--- config.mk ---
export PLATFORM = sky130hd
export DESIGN_NAME = flash_cfg_read
export DESIGN_NICKNAME = d
export VERILOG_FILES = /design/src/design/flash_pkg.sv /design/src/design/byte_fifo.sv /design/src/design/flash_cfg_read.sv
export VERILOG_INCLUDE_DIRS = /design/src /design/src/design
export SDC_FILE = /design/constraint.sdc
export NUM_CORES = 1
export LEC_CHECK = 0
export BUFFER_PORTS_ARGS = -buffer_cell sky130_fd_sc_hd__buf_2
export CAP_MARGIN = 15
export CORE_MARGIN = 2
export CORE_UTILIZATION = 65
export CTS_BUF_LIST = sky130_fd_sc_hd__clkbuf_8
export DETAILED_ROUTE_END_ITERATION = 10
export PLACE_DENSITY = 0.85
export REMOVE_ABC_BUFFERS = 1
export SLEW_MARGIN = 20
export SYNTH_ARGS = -nofsm -noshare
export SYNTH_HDL_FRONTEND = slang
export SYNTH_HIERARCHICAL = 1
export SYNTH_SLANG_ARGS = --single-unit
--- constraint.sdc ---
create_clock -name core_clk -period 8.1 [get_ports core_clk]
set_input_delay 2.025 -clock core_clk [delete_from_list [all_inputs] [get_ports core_clk]]
set_output_delay 2.025 -clock core_clk [all_outputs]
set_load 0.05 [all_outputs]
--- src/design/flash_params.svh ---
// Constants for the serial flash configuration, protection and read handler.
`ifndef FLASH_PARAMS_SVH
`define FLASH_PARAMS_SVH

`define CFG_DUMMY_LEN_POS   6
`define CFG_ORIGIN_POS      3
`define CFG_RESET           8'h00
`define ST_LOCK_POS         7
`define ST_QUAD_POS         6
`define ST_GUARD_HI         5
`define ST_GUARD_LO         2
`define ST_LATCH_POS        1
`define ST_BUSY_POS         0
`define ST_RESET            8'h00

`define OP_WRITE_UNLOCK     8'h06
`define OP_WRITE_REGS       8'h01
`define OP_READ_STATUS      8'h05
`define OP_READ_CONFIG      8'h15
`define OP_READ_PLAIN       8'h03
`define OP_READ_DUMMY       8'h0b

`define DUAL_DUMMY_SHORT    4'h4
`define DUAL_DUMMY_LONG     4'h8
`define QUAD_DUMMY_SHORT    4'h6
`define QUAD_DUMMY_LONG     4'ha

`define ADDR_BITS_LAST      5'h17
`define DUMMY_BITS_LAST     5'h07
`define WR_BITS_SHORT       5'h08
`define WR_BITS_LONG        5'h10
`define GUARD_BLOCK_SHIFT   16

`define CLK_PERIOD_NS       5
`define WREG_TIME_NS        10000
`define WREG_CYCLES         (`WREG_TIME_NS / `CLK_PERIOD_NS)

`define FIFO_DEPTH          16

`endif

--- src/design/flash_pkg.sv ---
// Types shared by the serial flash handler.
package flash_pkg;

   typedef enum logic [2:0] {
      ST_IDLE,
      ST_OPCODE,
      ST_ADDR,
      ST_DUMMY,
      ST_DATA_OUT,
      ST_WRITE_IN,
      ST_IGNORE
   } frame_state_t;

   typedef enum logic [1:0] {
      SRC_CONFIG,
      SRC_STATUS,
      SRC_ARRAY
   } out_src_t;

endpackage

--- src/design/byte_fifo.sv ---
// Small synchronous FIFO with valid and ready on both sides.
`timescale 1ns/1ps
module byte_fifo #(
   parameter int WIDTH = 8,
   parameter int DEPTH = 16
) (
   // Clock and reset
   input  wire logic             core_clk,
   input  wire logic             rst,
   input  wire logic             flush,
   // Fill side
   input  wire logic             in_valid,
   output logic                  in_ready,
   input  wire logic [WIDTH-1:0] in_data,
   // Drain side
   output logic                  out_valid,
   input  wire logic             out_ready,
   output logic      [WIDTH-1:0] out_data
);
   localparam int AW = $clog2(DEPTH);

   logic [WIDTH-1:0] mem_q [DEPTH];
   logic [AW-1:0]    wr_q, wr_d, rd_q, rd_d;
   logic [AW:0]      cnt_q, cnt_d;
   logic             push, pop;

   assign in_ready  = (cnt_q != DEPTH[AW:0]);
   assign out_valid = (cnt_q != '0);
   assign out_data  = mem_q[rd_q];

   always_comb begin
      push  = in_valid & in_ready;
      pop   = out_valid & out_ready;
      wr_d  = wr_q + AW'(push);
      rd_d  = rd_q + AW'(pop);
      cnt_d = cnt_q + (AW+1)'(push) - (AW+1)'(pop);
      // Flushing drops everything; a write in the same cycle is lost too.
      if (flush) begin
         wr_d  = '0;
         rd_d  = '0;
         cnt_d = '0;
      end
   end

   always_ff @(posedge core_clk) begin
      if (push) begin
         mem_q[wr_q] <= in_data;
      end
      if (rst) begin
         wr_q  <= '0;
         rd_q  <= '0;
         cnt_q <= '0;
      end else begin
         wr_q  <= wr_d;
         rd_q  <= rd_d;
         cnt_q <= cnt_d;
      end
   end

endmodule

--- src/design/flash_cfg_read.sv ---
// Serial flash command handler: configuration, register write, protection and reads.
`timescale 1ns/1ps
`include "flash_params.svh"
module flash_cfg_read #(
   parameter int WREG_CYCLES = `WREG_CYCLES
) (
   // Clock and reset
   input  wire logic        core_clk,
   input  wire logic        rst,
   // Serial pins
   input  wire logic        cs_n,
   input  wire logic        sclk,
   input  wire logic        si,
   input  wire logic        write_guard_pin_n,
   output logic             so,
   output logic             so_oe,
   // Array read port
   output logic             mem_req_valid,
   input  wire logic        mem_req_ready,
   output logic [23:0]      mem_addr,
   input  wire logic        mem_rsp_valid,
   output logic             mem_rsp_ready,
   input  wire logic [7:0]  mem_rsp_data,
   // Program and erase engine
   input  wire logic        pe_busy,
   input  wire logic        pe_done,
   input  wire logic [23:0] pe_addr,
   output logic             pe_addr_guarded,
   // Mode outputs
   output logic             hard_guard_mode,
   output logic             quad_enable,
   output logic [3:0]       dual_dummy_cycles,
   output logic [3:0]       quad_dummy_cycles
);
   // Pin synchronisers; stage 0 feeds only stage 1.
   logic [2:0] sclk_s, cs_s;
   logic [1:0] si_s, wp_s;
   always_ff @(posedge core_clk) begin
      if (rst) begin
         sclk_s <= 3'h0;
         cs_s   <= 3'h7;
         si_s   <= 2'h0;
         wp_s   <= 2'h3;
      end else begin
         sclk_s <= {sclk_s[1:0], sclk};
         cs_s   <= {cs_s[1:0], cs_n};
         si_s   <= {si_s[0], si};
         wp_s   <= {wp_s[0], write_guard_pin_n};
      end
   end

   logic sck_rise, sck_fall, frame_on, frame_end, si_b;
   assign sck_rise  = sclk_s[1] & ~sclk_s[2];
   assign sck_fall  = ~sclk_s[1] & sclk_s[2];
   assign frame_on  = ~cs_s[1];
   assign frame_end = cs_s[1] & ~cs_s[2];
   assign si_b      = si_s[1];

   flash_pkg::frame_state_t state_q, state_d;
   flash_pkg::out_src_t     src_q, src_d;
   logic [4:0]  cnt_q, cnt_d;
   logic [23:0] in_sh_q, in_sh_d;
   logic [7:0]  out_sh_q, out_sh_d;
   logic [2:0]  bit_q, bit_d;
   logic        so_q, so_d, fast_q, fast_d;
   logic [23:0] fetch_q, fetch_d;
   logic        fetch_on_q, fetch_on_d, pend_q, pend_d, stale_q, stale_d;
   logic        lock_q, lock_d, quad_q, quad_d, wel_q, wel_d, wip_q, wip_d;
   logic [3:0]  guard_q, guard_d;
   logic        dlen_q, dlen_d, origin_q, origin_d;
   logic [7:0]  new_st_q, new_st_d, new_cfg_q, new_cfg_d;
   logic        new_has_cfg_q, new_has_cfg_d;
   logic [15:0] wtim_q, wtim_d;

   logic        busy, fifo_in_ready, fifo_valid, fifo_pop, fifo_push;
   logic [7:0]  fifo_data, status_byte, config_byte, out_byte, opcode;

   assign busy            = wip_q | pe_busy;
   assign hard_guard_mode = lock_q & ~wp_s[1];
   assign quad_enable     = quad_q;
   assign status_byte     = {lock_q, quad_q, guard_q, wel_q, busy};
   assign config_byte     = {1'b0, dlen_q, 2'b00, origin_q, 3'b000};
   assign dual_dummy_cycles = dlen_q ? `DUAL_DUMMY_LONG : `DUAL_DUMMY_SHORT;
   assign quad_dummy_cycles = dlen_q ? `QUAD_DUMMY_LONG : `QUAD_DUMMY_SHORT;
   assign so              = so_q;
   assign so_oe           = frame_on & (state_q == flash_pkg::ST_DATA_OUT);
   assign mem_addr        = fetch_q;
   // Only one fetch is in flight, so a non-full FIFO always has room for it.
   assign mem_req_valid   = fetch_on_q & frame_on & ~pend_q & ~stale_q & fifo_in_ready;
   assign mem_rsp_ready   = stale_q | fifo_in_ready;
   assign fifo_push       = mem_rsp_valid & ~stale_q;
   assign opcode          = {in_sh_q[6:0], si_b};

   // Guarded region grows in 64 KiB blocks from the top or from the bottom.
   logic [8:0] blk_cnt;
   logic [7:0] blk_idx;
   always_comb begin
      blk_idx = pe_addr[23:`GUARD_BLOCK_SHIFT];
      if (guard_q == 4'h0) begin
         blk_cnt = 9'h000;
      end else if (guard_q > 4'h9) begin
         blk_cnt = 9'h100;
      end else begin
         blk_cnt = 9'h001 << (guard_q - 4'h1);
      end
      if (origin_q) begin
         pe_addr_guarded = ({1'b0, blk_idx} < blk_cnt);
      end else begin
         pe_addr_guarded = ({1'b0, blk_idx} >= (9'h100 - blk_cnt));
      end
   end

   always_comb begin
      state_d = state_q;
      src_d   = src_q;
      cnt_d   = cnt_q;
      in_sh_d = in_sh_q;
      out_sh_d = out_sh_q;
      bit_d   = bit_q;
      so_d    = so_q;
      fast_d  = fast_q;
      fetch_d = fetch_q;
      fetch_on_d = fetch_on_q;
      pend_d  = pend_q;
      stale_d = stale_q;
      lock_d  = lock_q;
      quad_d  = quad_q;
      wel_d   = wel_q;
      wip_d   = wip_q;
      guard_d = guard_q;
      dlen_d  = dlen_q;
      origin_d = origin_q;
      new_st_d = new_st_q;
      new_cfg_d = new_cfg_q;
      new_has_cfg_d = new_has_cfg_q;
      wtim_d  = wtim_q;
      fifo_pop = 1'b0;
      out_byte = 8'hff;

      if (mem_req_valid & mem_req_ready) begin
         pend_d  = 1'b1;
         fetch_d = fetch_q + 24'h000001;
      end
      if (mem_rsp_valid & mem_rsp_ready) begin
         pend_d  = 1'b0;
         stale_d = 1'b0;
      end

      // Self-timed register write; new values land only at completion.
      if (wip_q) begin
         wtim_d = wtim_q - 16'h0001;
         if (wtim_q == 16'h0001) begin
            wip_d   = 1'b0;
            wel_d   = 1'b0;
            lock_d  = new_st_q[`ST_LOCK_POS];
            quad_d  = new_st_q[`ST_QUAD_POS];
            guard_d = new_st_q[`ST_GUARD_HI:`ST_GUARD_LO];
            if (new_has_cfg_q) begin
               dlen_d   = new_cfg_q[`CFG_DUMMY_LEN_POS];
               origin_d = origin_q | new_cfg_q[`CFG_ORIGIN_POS];
            end
         end
      end
      if (pe_done) begin
         wel_d = 1'b0;
      end

      if (!frame_on) begin
         state_d    = flash_pkg::ST_IDLE;
         fetch_on_d = 1'b0;
         if (pend_q & ~(mem_rsp_valid & mem_rsp_ready)) begin
            stale_d = 1'b1;
         end
         // Any bit count other than 8 or 16 drops the command.
         if (frame_end && state_q == flash_pkg::ST_WRITE_IN && wel_q && !busy
             && !hard_guard_mode
             && (cnt_q == `WR_BITS_SHORT || cnt_q == `WR_BITS_LONG)) begin
            wip_d  = 1'b1;
            wtim_d = WREG_CYCLES[15:0];
            new_has_cfg_d = (cnt_q == `WR_BITS_LONG);
            new_st_d  = (cnt_q == `WR_BITS_LONG) ? in_sh_q[15:8] : in_sh_q[7:0];
            new_cfg_d = in_sh_q[7:0];
         end
      end else begin
         case (state_q)
            flash_pkg::ST_IDLE: begin
               state_d = flash_pkg::ST_OPCODE;
               cnt_d   = 5'h00;
            end
            flash_pkg::ST_OPCODE: begin
               if (sck_rise) begin
                  in_sh_d = {in_sh_q[22:0], si_b};
                  cnt_d   = cnt_q + 5'h01;
                  if (cnt_q == 5'h07) begin
                     cnt_d   = 5'h00;
                     bit_d   = 3'h0;
                     state_d = flash_pkg::ST_IGNORE;
                     fast_d  = (opcode == `OP_READ_DUMMY);
                     case (opcode)
                        `OP_WRITE_UNLOCK: begin
                           if (!busy) begin
                              wel_d = 1'b1;
                           end
                        end
                        `OP_WRITE_REGS: begin
                           if (!busy) begin
                              state_d = flash_pkg::ST_WRITE_IN;
                           end
                        end
                        `OP_READ_CONFIG: begin
                           state_d = flash_pkg::ST_DATA_OUT;
                           src_d   = flash_pkg::SRC_CONFIG;
                        end
                        `OP_READ_STATUS: begin
                           state_d = flash_pkg::ST_DATA_OUT;
                           src_d   = flash_pkg::SRC_STATUS;
                        end
                        `OP_READ_PLAIN, `OP_READ_DUMMY: begin
                           if (!busy) begin
                              state_d = flash_pkg::ST_ADDR;
                              src_d   = flash_pkg::SRC_ARRAY;
                           end
                        end
                        default: state_d = flash_pkg::ST_IGNORE;
                     endcase
                  end
               end
            end
            flash_pkg::ST_ADDR: begin
               if (sck_rise) begin
                  in_sh_d = {in_sh_q[22:0], si_b};
                  cnt_d   = cnt_q + 5'h01;
                  if (cnt_q == `ADDR_BITS_LAST) begin
                     cnt_d      = 5'h00;
                     fetch_d    = {in_sh_q[22:0], si_b};
                     fetch_on_d = 1'b1;
                     state_d    = fast_q ? flash_pkg::ST_DUMMY
                                         : flash_pkg::ST_DATA_OUT;
                  end
               end
            end
            flash_pkg::ST_DUMMY: begin
               if (sck_rise) begin
                  cnt_d = cnt_q + 5'h01;
                  if (cnt_q == `DUMMY_BITS_LAST) begin
                     state_d = flash_pkg::ST_DATA_OUT;
                  end
               end
            end
            flash_pkg::ST_DATA_OUT: begin
               if (sck_fall) begin
                  bit_d = bit_q + 3'h1;
                  if (bit_q == 3'h0) begin
                     case (src_q)
                        flash_pkg::SRC_CONFIG: out_byte = config_byte;
                        flash_pkg::SRC_STATUS: out_byte = status_byte;
                        default: begin
                           out_byte = fifo_valid ? fifo_data : 8'hff;
                           fifo_pop = fifo_valid;
                        end
                     endcase
                     so_d     = out_byte[7];
                     out_sh_d = {out_byte[6:0], 1'b0};
                  end else begin
                     so_d     = out_sh_q[7];
                     out_sh_d = {out_sh_q[6:0], 1'b0};
                  end
               end
            end
            flash_pkg::ST_WRITE_IN: begin
               if (sck_rise) begin
                  in_sh_d = {in_sh_q[22:0], si_b};
                  if (cnt_q != 5'h1f) begin
                     cnt_d = cnt_q + 5'h01;
                  end
               end
            end
            default: state_d = flash_pkg::ST_IGNORE;
         endcase
      end
   end

   always_ff @(posedge core_clk) begin
      if (rst) begin
         state_q <= flash_pkg::ST_IDLE;
         src_q   <= flash_pkg::SRC_CONFIG;
         cnt_q   <= 5'h00;
         in_sh_q <= 24'h000000;
         out_sh_q <= 8'h00;
         bit_q   <= 3'h0;
         so_q    <= 1'b0;
         fast_q  <= 1'b0;
         fetch_q <= 24'h000000;
         fetch_on_q <= 1'b0;
         pend_q  <= 1'b0;
         stale_q <= 1'b0;
         lock_q  <= 1'(`ST_RESET >> `ST_LOCK_POS);
         quad_q  <= 1'b0;
         wel_q   <= 1'b0;
         wip_q   <= 1'b0;
         guard_q <= 4'h0;
         dlen_q  <= 1'b0;
         origin_q <= 1'b0;
         new_st_q <= `ST_RESET;
         new_cfg_q <= `CFG_RESET;
         new_has_cfg_q <= 1'b0;
         wtim_q  <= 16'h0000;
      end else begin
         state_q <= state_d;
         src_q   <= src_d;
         cnt_q   <= cnt_d;
         in_sh_q <= in_sh_d;
         out_sh_q <= out_sh_d;
         bit_q   <= bit_d;
         so_q    <= so_d;
         fast_q  <= fast_d;
         fetch_q <= fetch_d;
         fetch_on_q <= fetch_on_d;
         pend_q  <= pend_d;
         stale_q <= stale_d;
         lock_q  <= lock_d;
         quad_q  <= quad_d;
         wel_q   <= wel_d;
         wip_q   <= wip_d;
         guard_q <= guard_d;
         dlen_q  <= dlen_d;
         origin_q <= origin_d;
         new_st_q <= new_st_d;
         new_cfg_q <= new_cfg_d;
         new_has_cfg_q <= new_has_cfg_d;
         wtim_q  <= wtim_d;
      end
   end

   byte_fifo #(
      .WIDTH (8),
      .DEPTH (`FIFO_DEPTH)
   ) u_fifo (
      .core_clk  (core_clk),
      .rst       (rst | ~frame_on),
      .flush     (~fetch_on_q),
      .in_valid  (fifo_push),
      .in_ready  (fifo_in_ready),
      .in_data   (mem_rsp_data),
      .out_valid (fifo_valid),
      .out_ready (fifo_pop),
      .out_data  (fifo_data)
   );

endmodule

=== Yosys cells after proc, flatten, opt, wreduce, memory -nomap -nowiden ===
Memory sizes are Yosys's and may differ from the RTL's. A register that Yosys moved wholly into a read port is not among the register bits.
Cells that the tools add are included.

* Memories: 1
* Input bits: 42
* Output and inout port bits: 39
* Memory bits (writable): 128
* Flip-flop bits (word level): 138

{| class="wikitable"
|+ Memories
! name !! depth !! bits a word !! rd ports !! clocked after memory_dff !! write ports !! RTL line !! source
|-
| u_fifo.mem_q || 16 || 8 || 1 || 1 || 1 || byte_fifo.sv:22 || <nowiki>logic [WIDTH-1:0] mem_q [DEPTH];</nowiki>
|}

* Add/sub/neg operators: 10
* Reduce and logical (&&, ||, !) cells: 35
* Bitwise logic cells: 29
* Muxes and demuxes: 67
* Shifts and indexed selects: 1
* Equal/unequal tests: 29
* $lt $le $gt $ge: 3

{| class="wikitable"
|+ Operators by type and width
! operator !! number
|-
| $mux 24 || 5
|-
| $mux 16 || 3
|-
| $mux 5 || 7
|-
| $mux 3 || 11
|-
| $mux 1 || 25
|-
| $pmux 5 s5 || 1
|-
| $add 24x1->24 const B || 1
|-
| $mux 8 || 3
|-
| $mux 9 || 2
|-
| $ne 2x2->1 const B || 9
|-
| $eq 16x1->1 const B || 1
|-
| $eq 8x3->1 const B || 2
|-
| $pmux 8 s2 || 1
|-
| $sub 16x1->16 const B || 1
|-
| $and 1x1->1 || 15
|-
| $pmux 3 s5 || 1
|-
| $reduce_and 7->1 || 2
|-
| $reduce_or 2->1 || 7
|-
| $mux 4 || 3
|-
| $reduce_and 3->1 || 4
|-
| $eq 5x5->1 const B || 2
|-
| $ne 5x5->1 const B || 2
|-
| $not 1->1 || 10
|-
| $reduce_bool 5->1 || 2
|-
| 40 further kinds || 54
|}

=== Longest topological paths before layout ===
Gate-level depths: netlist (run 1).

* Word-level depth: 11
* Depth in mapped cells: 14

=== By module ===
Netlist (run 1), hierarchy kept.

{| class="wikitable"
|+ Modules (own cells, without submodules)
! module !! area an instance (um^2) !! seq. area each (um^2) !! times used !! cells each
|-
| flash_cfg_read || 6,078.3 || 2,342.2 || 1 || 746
|-
| byte_fifo || 5,614.1 || 4,103.9 || 1 || 288
|}

=== Least setup slack after synthesis (run 1) ===
Ideal clock, no wire load.

* Path type: in2out
* Start point: in pe_addr[19]
* End point: out pe_addr_guarded
* Slack: 2.682 ns
* Stages: 5
* Arrival: 3.393 ns
* Path buffers: 0
* Path through: ha_1 a2111oi_0 a21oi_1 o21ai_0 a22o_1

* Cells in the longest elaborated chain, start to end: 2
* Elaborated cells on any way between the ends: 3
* Classes of those cells: order compare: 2; mux: 1

{| class="wikitable"
|+ Ends and longest elaborated chain
! element !! RTL line !! source
|-
| start: declaration || flash_cfg_read.sv:27 || <nowiki>input wire logic [23:0] pe_addr,</nowiki>
|-
| $ge 8x9->1 or $lt 8x9->1 (tied branches) || flash_cfg_read.sv:109, flash_cfg_read.sv:107 ||
|-
| $mux 1 (*) || flash_cfg_read.sv:106 || <nowiki>if (origin_q) begin</nowiki>
|-
| end: declaration || flash_cfg_read.sv:28 || <nowiki>output logic pe_addr_guarded,</nowiki>
|}

Mark *: on every way between the ends. The rest lies on a longest branch, timed or not.

=== Worst setup path in the final report (run 1) ===
Ends and elaborated chain as after synthesis.

==> results of run 1 <==
-- cell type report --
type | count | share of cell area [%]
multi-input combinational | 679 | 37.3
tap | 229 | 2.22
clock inverter | 26 | 1.50
sequential | 258 | 50.0
timing repair buffer | 68 | 2.81
clock buffer | 49 | 5.22
inverter | 33 | 0.960
-- power by group through the flow --
stage	clock, W	sequential, W	combinational (W)
floorplan	0	0.00140	0.0000242
global route	0.00123	0.00137	0.0000644
CTS	0.00117	0.00138	0.0000576
global placement	0	0.00140	0.0000543
detailed placement	0	0.00140	0.0000571
finish	0.00115	0.00138	0.0000579
-- cells in the final DEF (no fill, tap or decap), types with 9 or more instances in the layout --
cell and count:
sky130_fd_sc_hd__nor2_1 104, sky130_fd_sc_hd__edfxtp_1 128, sky130_fd_sc_hd__nand2b_1 12, sky130_fd_sc_hd__buf_4 9, sky130_fd_sc_hd__mux4_1 14, sky130_fd_sc_hd__dfxtp_1 128
sky130_fd_sc_hd__nand2_1 103, sky130_fd_sc_hd__nor2b_1 16, sky130_fd_sc_hd__a21oi_1 62, sky130_fd_sc_hd__a22oi_1 18, sky130_fd_sc_hd__xor2_1 10, sky130_fd_sc_hd__mux2i_1 13
sky130_fd_sc_hd__ha_1 34, sky130_fd_sc_hd__nor4_1 10, sky130_fd_sc_hd__nor3_1 26, sky130_fd_sc_hd__mux4_2 18, sky130_fd_sc_hd__buf_2 59, sky130_fd_sc_hd__or2_2 10
sky130_fd_sc_hd__inv_1 45, sky130_fd_sc_hd__a211oi_1 30, sky130_fd_sc_hd__or3_1 11, sky130_fd_sc_hd__xnor2_1 37, sky130_fd_sc_hd__nand3_1 23, sky130_fd_sc_hd__o21ai_0 23
sky130_fd_sc_hd__clkbuf_8 49
-- metrics by stage --
step	hold WS, ps	worst slack (ps)
global placement	399	2550
finish	414	2390
floorplan	389	2680
global route	440	2280
CTS	417	2370
detailed placement	399	2380
-- worst min path at each step --
stage | startpoint | end
after floorplan | cs_s[0]$_SDFF_PP1_ | cs_s[1]$_SDFF_PP1_
after global placement | wp_s[0]$_SDFF_PP1_ | wp_s[1]$_SDFF_PP1_
after detailed placement | cs_s[0]$_SDFF_PP1_ | cs_s[1]$_SDFF_PP1_
after CTS | cs_s[0]$_SDFF_PP1_ | cs_s[1]$_SDFF_PP1_
after global routing | cs_s[0]$_SDFF_PP1_ | cs_s[1]$_SDFF_PP1_
final | cs_s[0]$_SDFF_PP1_ | cs_s[1]$_SDFF_PP1_
-- layer usage --
metal  routed length (µm)  part of all wire (%)
met5                    0                     0
met4                  544                   2.2
met1                10200                    42
met2                12400                    51
met3                 1330                   5.4
-- cells by family (layout without fill, tap and decap cells) --
family                   Yosys count  after routing
AND/OR/NAND/NOR                  373            373
AO/OA/AOI/OAI                    175            175
adder cells (fa/ha/maj)           35             35
flip-flops                       258            258
multiplexers                      45             45
XOR/XNOR                          47             47
other                              2              4
buffers and inverters             99            176
-- worst register-to-register path: cells and delay by family (launching register included) --
family	cells	cell delay, ps
adders and majority gates	3	740
DFF	1	560
AOI/OAI and AO/OA	2	290
buffers and inverters	1	40
and+or+nand+nor	6	2070
-- registers in the layout (all words and copies together), names as in the netlist, 5 cells and up --
register,cells
cnt_q,5
new_st_q,6
wtim_q,16
mem_addr,24
in_sh_q,23
u_fifo/mem_q,128
out_sh_q,7
u_fifo/cnt_q,5
-- cell usage after synthesis (all sizes together) (18+ instances only) --
cell type and instances:
xnor2 37, ha 34, nand3 23, mux4 32, clkbuf 43, a21oi 62, edfxtp 128, o21ai 23
nor3 28, a211oi 32, nand2 103, inv 33, dfxtp 130, nor2 104, buf 23, a22oi 18
==> impl_metrics.toml, run 1 <==
[status]
run_status = "completed"

[routing]
via_per_inst = 6.07
avgRoutedWirePerCell_um = 18.2
drt-initial-drc-count = 628
route.final.wire_length_mm = 24.5
vias = 8143
firstDrtPassIters = 5
antenna_left = 0
drc = 0

[yosys]
syn_inst = 1034
postSynth.asyncResetShare_pct = 0
dominantRegCellSynth = "sky130_fd_sc_hd__dfxtp_1"
synth-simple-area-share_pct = 16.2
netlist-cell-type-count = 70
synth_fa_ha_area_share_pct = 3.81
yosysWarnings = 6
synth-seq-cells = 258
synth_compound_gate_area_share_pct = 9.72
yosysSeqAreaShare_pct = 55.1
synth_top_family_by_area = "simple AND/OR/NAND/NOR gates"
yosys.area.top_type = "sky130_fd_sc_hd__edfxtp_1"
synth.avg_cell_area_um2 = 11.3
synth.mux.area_fraction_pct = 7.73
edff_count_synth = 128
yosys-top-cells-area = "sky130_fd_sc_hd__edfxtp_1, sky130_fd_sc_hd__dfxtp_1, sky130_fd_sc_hd__ha_1, sky130_fd_sc_hd__mux4_2, sky130_fd_sc_hd__nor2_1"
synth_top_area_share_pct = 32.9
combined_area_of_all_synthesized_cells_um2 = 11700
yosys.area_share.xor_xnor_pct = 3.52

[power]
total_switching_power_w = 0.000545
p_clk_share_pct = 44.5
p_comb_share_pct = 2.2
power_density_nw_per_um2 = 200
finalPower_w = 0.00258
irDropWorstVdd_uv = 216
power.static_leakage_nw = 4.59
seq_power_share_pct = 53.2
power.share.switching_pct = 21.1
p_int_w = 0.00204

[global_route]
grt_util_all_layers_pct = 25.7
globalRoute.busiestLayer = "met2"
largest_net_degree_at_the_start_of_global_routing = 88
antenna_violations_before_repair = 0
grt_pass1_vias = 8057
grtUsageMet2_pct = 44.0
total_global_routing_overflow = 0
globalRouteMet3Util_pct = 4.43
global_routing_usage_on_met1_pct = 34.1
wire_length_of_the_first_global_routing_pass_mm = 40.2

[clock_network]
clock_sink_count = 258
cts-resized-gates = 0
post_cts_hold_buffer_count = 0
cts.clk_slew.worst_paths_ps = 60
source_to_sink_clock_delay_at_the_later_pin_of_the_worst_skew_pair_ps = 550
cts_max_level = 2
numCtsBuffers = 42
max-clock-path-buffers = 3
postCtsSetupRepairBufs = 0
tritoncts_clock_tree = "done"
cts.root.buffer_cell = "sky130_fd_sc_hd__clkbuf_8"

[timing]
timing.clock.skew_ps = 29.7
grt_setup_unrepaired = "false"
final_setup_viols = 0
worst_slew_margin_rel_pct = 27.9
finalMaxSlewViolations = 0
post-route-min-period_ps = 5710
fmax_mhz = 175
final_min_period_over_clock_period_pct = 70.5
worst_slew_pin_slew_ps = 1080
setup-tns-final_ps = 0
report.final.hold_viol_count = 0

[critical_path]
timing.critical_path.required_ps = 6080
critical_path_peak_fanout = 2
timing.critical_path.mode_cell = "sky130_fd_sc_hd__buf_2"
worst_setup_path_start_kind = "input pin"
worst_path_dominant_cell_family = "compound AO/OA/AOI/OAI gates"
critical_path.endpoint_type = "output port"
cp_slowest_stage_delay_ps = 470
crit_buf_inv = 2
rr_worst_depth = 12
critPathLaunch = "pe_addr[19]"
critical_path.reg2reg.endpoint = "u_fifo/cnt_q[4]$_SDFF_PP0_"
path_cells = "buf_2 > ha_1 > a2111oi_0 > a21oi_1 > o21ai_0 > a22o_1 > buf_2"
path_class = "input pin to output port"
cp.depth = 7
r2r_slack_ps = 4340
critPathSlowestCell = "sky130_fd_sc_hd__a2111oi_0"
worstPathArrival_ps = 3690
setup.worst_path.end = "pe_addr_guarded"
r2r_start = "state_q[2]$_SDFFE_PP0P_"

[layout]
antenna_cells_inserted = 0
flow.area_growth_from_synthesis_pct = 10.4
non_filler_cell_area_final_um2 = 12900
fillCellCount = 1206
layout.core_utilization_pct = 72.6
post_route_cells_drive_above_1_share_pct = 15.5
ff_latch_area_um2 = 6450
stdcell_count = 1342
design.final.nets = 1159
multi_input_comb_area_um2 = 4820

[placement]
post_dp_cell_area_um2 = 12000
place_congestion = 0.849
dp.cells = 1267
numPortBuffers = 60
dp_hpwl_mm = 16.2

[floorplanning]
initial_utilization_pct = 65.8
core_area_um2 = 17800
fp.dieArea_um2 = 19100
io_pins = 81
rows = 49
dieWidth_um = 138
die_height_um = 138

[worst_hold_path]
timing.hold.worst.class = "flip-flop to flip-flop"
holdPathStages = 1

[job]
cap_violations = 0
No activity file was read; power rests on OpenSTA's default activity.
==> run 2, diff against run 1 <==
CORE_UTILIZATION = 63   (was 65)
PLACE_DENSITY = 0.83   (was 0.85)
clock period = 5.45 ns   (was 8.1 ns; I/O delays follow)
==> impl_metrics.toml, run 2 (synthesized netlist as in run 1, its figures left out) <==
[status]
run_status = "completed"

[routing]
via_per_inst = 6.03
avgRoutedWirePerCell_um = 17.9
route.final.wire_length_mm = 24.0
vias = 8083
drc = 0
drt-initial-drc-count = 753
firstDrtPassIters = 5
antenna_left = 0

[global_route]
grt_util_all_layers_pct = 24.8
antenna_violations_before_repair = 0
wire_length_of_the_first_global_routing_pass_mm = 38.9
total_global_routing_overflow = 0
grt_pass1_vias = 7796
largest_net_degree_at_the_start_of_global_routing = 61

[timing]
finalHoldWorstSlack_ps = 409
grt_setup_unrepaired = "false"
final_setup_viols = 0
timing.clock.skew_ps = 17.5
post-route-min-period_ps = 4520
final_min_period_over_clock_period_pct = 82.9
worst_slew_pin_slew_ps = 1110
fmax_mhz = 221
report.final.hold_viol_count = 0
finalMaxSlewViolations = 0
setup-tns-final_ps = 0
worst_slew_margin_rel_pct = 25.8

[critical_path]
r2r_start = "state_q[2]$_SDFFE_PP0P_"
rr_worst_depth = 12
r2r_slack_ps = 1720
critical_path_peak_fanout = 14
path_class = "flip-flop to output port"
worstPathArrival_ps = 3150
critical_path.reg2reg.endpoint = "u_fifo/cnt_q[4]$_SDFF_PP0_"
worst_setup_path_start_kind = "flip-flop"
timing.critical_path.required_ps = 4090
critical_path.endpoint_type = "output port"

[layout]
layout.cells.most_common_list = "sky130_fd_sc_hd__dfxtp_1, sky130_fd_sc_hd__edfxtp_1, sky130_fd_sc_hd__nor2_1"
post_route_cells_drive_above_1_share_pct = 15.3
antenna_cells_inserted = 0
design.final.nets = 1158
flow.area_growth_from_synthesis_pct = 9.93
largest_register_ffs = 128
largest-register = "u_fifo/mem_q"

[floorplanning]
die_height_um = 140
initial_utilization_pct = 64.6
dieWidth_um = 140
fp.dieArea_um2 = 19700
rows = 49
core_area_um2 = 18100
io_pins = 81

[clock_network]
tritoncts_clock_tree = "done"
cts.root.buffer_cell = "sky130_fd_sc_hd__clkbuf_8"
cts.clk_slew.worst_paths_ps = 60
cts-resized-gates = 0
postCtsSetupRepairBufs = 0
clock_sink_count = 258
cts_max_level = 2
post_cts_hold_buffer_count = 0
max-clock-path-buffers = 3
source_to_sink_clock_delay_at_the_later_pin_of_the_worst_skew_pair_ps = 530
numCtsBuffers = 41

[power]
power_density_nw_per_um2 = 290
irDropWorstVdd_uv = 339
power.static_leakage_nw = 4.55

[placement]
numPortBuffers = 60
place_congestion = 0.883
dp_hpwl_mm = 16.1

[worst_hold_path]
timing.hold.worst.class = "flip-flop to flip-flop"
hold_start = "cs_s[0]$_SDFF_PP1_"
min_to = "cs_s[1]$_SDFF_PP1_"
holdPathStages = 1

[job]
cap_violations = 0
==> run 2: changes by cell type in the layout (fill, tap and decap cells not counted), sizes merged <==
cell	before	now
bufinv	3	1
inv	46	42
clkinv	9	13
clkbuf	49	50
==> run 2: worst max path at each step <==
stage	from	endpoint	slack (ps)	cells after the start
after floorplan	pe_addr[19]	pe_addr_guarded	1360	5
after global placement	pe_addr[19]	pe_addr_guarded	1220	7
after detailed placement	pe_addr[19]	pe_addr_guarded	1190	7
after CTS	guard_q[1]$_SDFFE_PP0P_	pe_addr_guarded	910	12
after global routing	guard_q[1]$_SDFFE_PP0P_	pe_addr_guarded	650	12
final	guard_q[1]$_SDFFE_PP0P_	pe_addr_guarded	930	12
==> run 2: final cells by class <==
class	count	area, µm²
Inverter	33	124
Multi-Input combinational cell	679	4810
Fill cell	1306	5230
Sequential cell	258	6450
Clock inverter	24	128
Timing Repair Buffer	68	363
Tap cell	229	287
Clock buffer	50	688
==> run 2: metal layers <==
metal	global-route usage (%)	routed length (µm)	up-vias
met2	42.6	12100	237
met5	0	0	-
li1	-	-	3869
met4	8.08	531	0
met1	32.4	10200	3926
met3	4.07	1160	51
==> run 2: metrics by stage <==
stage	cells	util [%]	instance area [µm²]	power, W	worst slack, ps
5_1_grt	1341	71.1	12900	0.00386	653
4_1_cts	1341	71.0	12800	0.00375	914
6_report	1341	71.1	12900	0.00373	933
3_5_place_dp	1267	66.5	12000	0.00217	1190
3_3_place_gp	1267	66.5	12000	0.00217	1220
2_1_floorplan	970	-	11400	0.00212	1360
==> run 2: worst max-delay path, cell delays in order, from the launching register on <==
cell and delay (ps):
sky130_fd_sc_hd__dfxtp_1 570, sky130_fd_sc_hd__nor2b_1 250, sky130_fd_sc_hd__nand2_1 110, sky130_fd_sc_hd__ha_1 290, sky130_fd_sc_hd__o21ai_0 100, sky130_fd_sc_hd__o21ai_0 120
sky130_fd_sc_hd__ha_1 280, sky130_fd_sc_hd__o21ai_0 70, sky130_fd_sc_hd__nand2b_1 80, sky130_fd_sc_hd__a21oi_1 70, sky130_fd_sc_hd__nor4_1 250, sky130_fd_sc_hd__a22o_1 170
sky130_fd_sc_hd__buf_2 260
==> run 2: power breakdown <==
| group | switching (W) | internal [W] | total [W] |
|---|---|---|---|
| clock | 0.000721 | 0.000877 | 0.00160 |
| sequential | 0.00000450 | 0.00204 | 0.00204 |
| combinational | 0.0000579 | 0.0000252 | 0.0000831 |
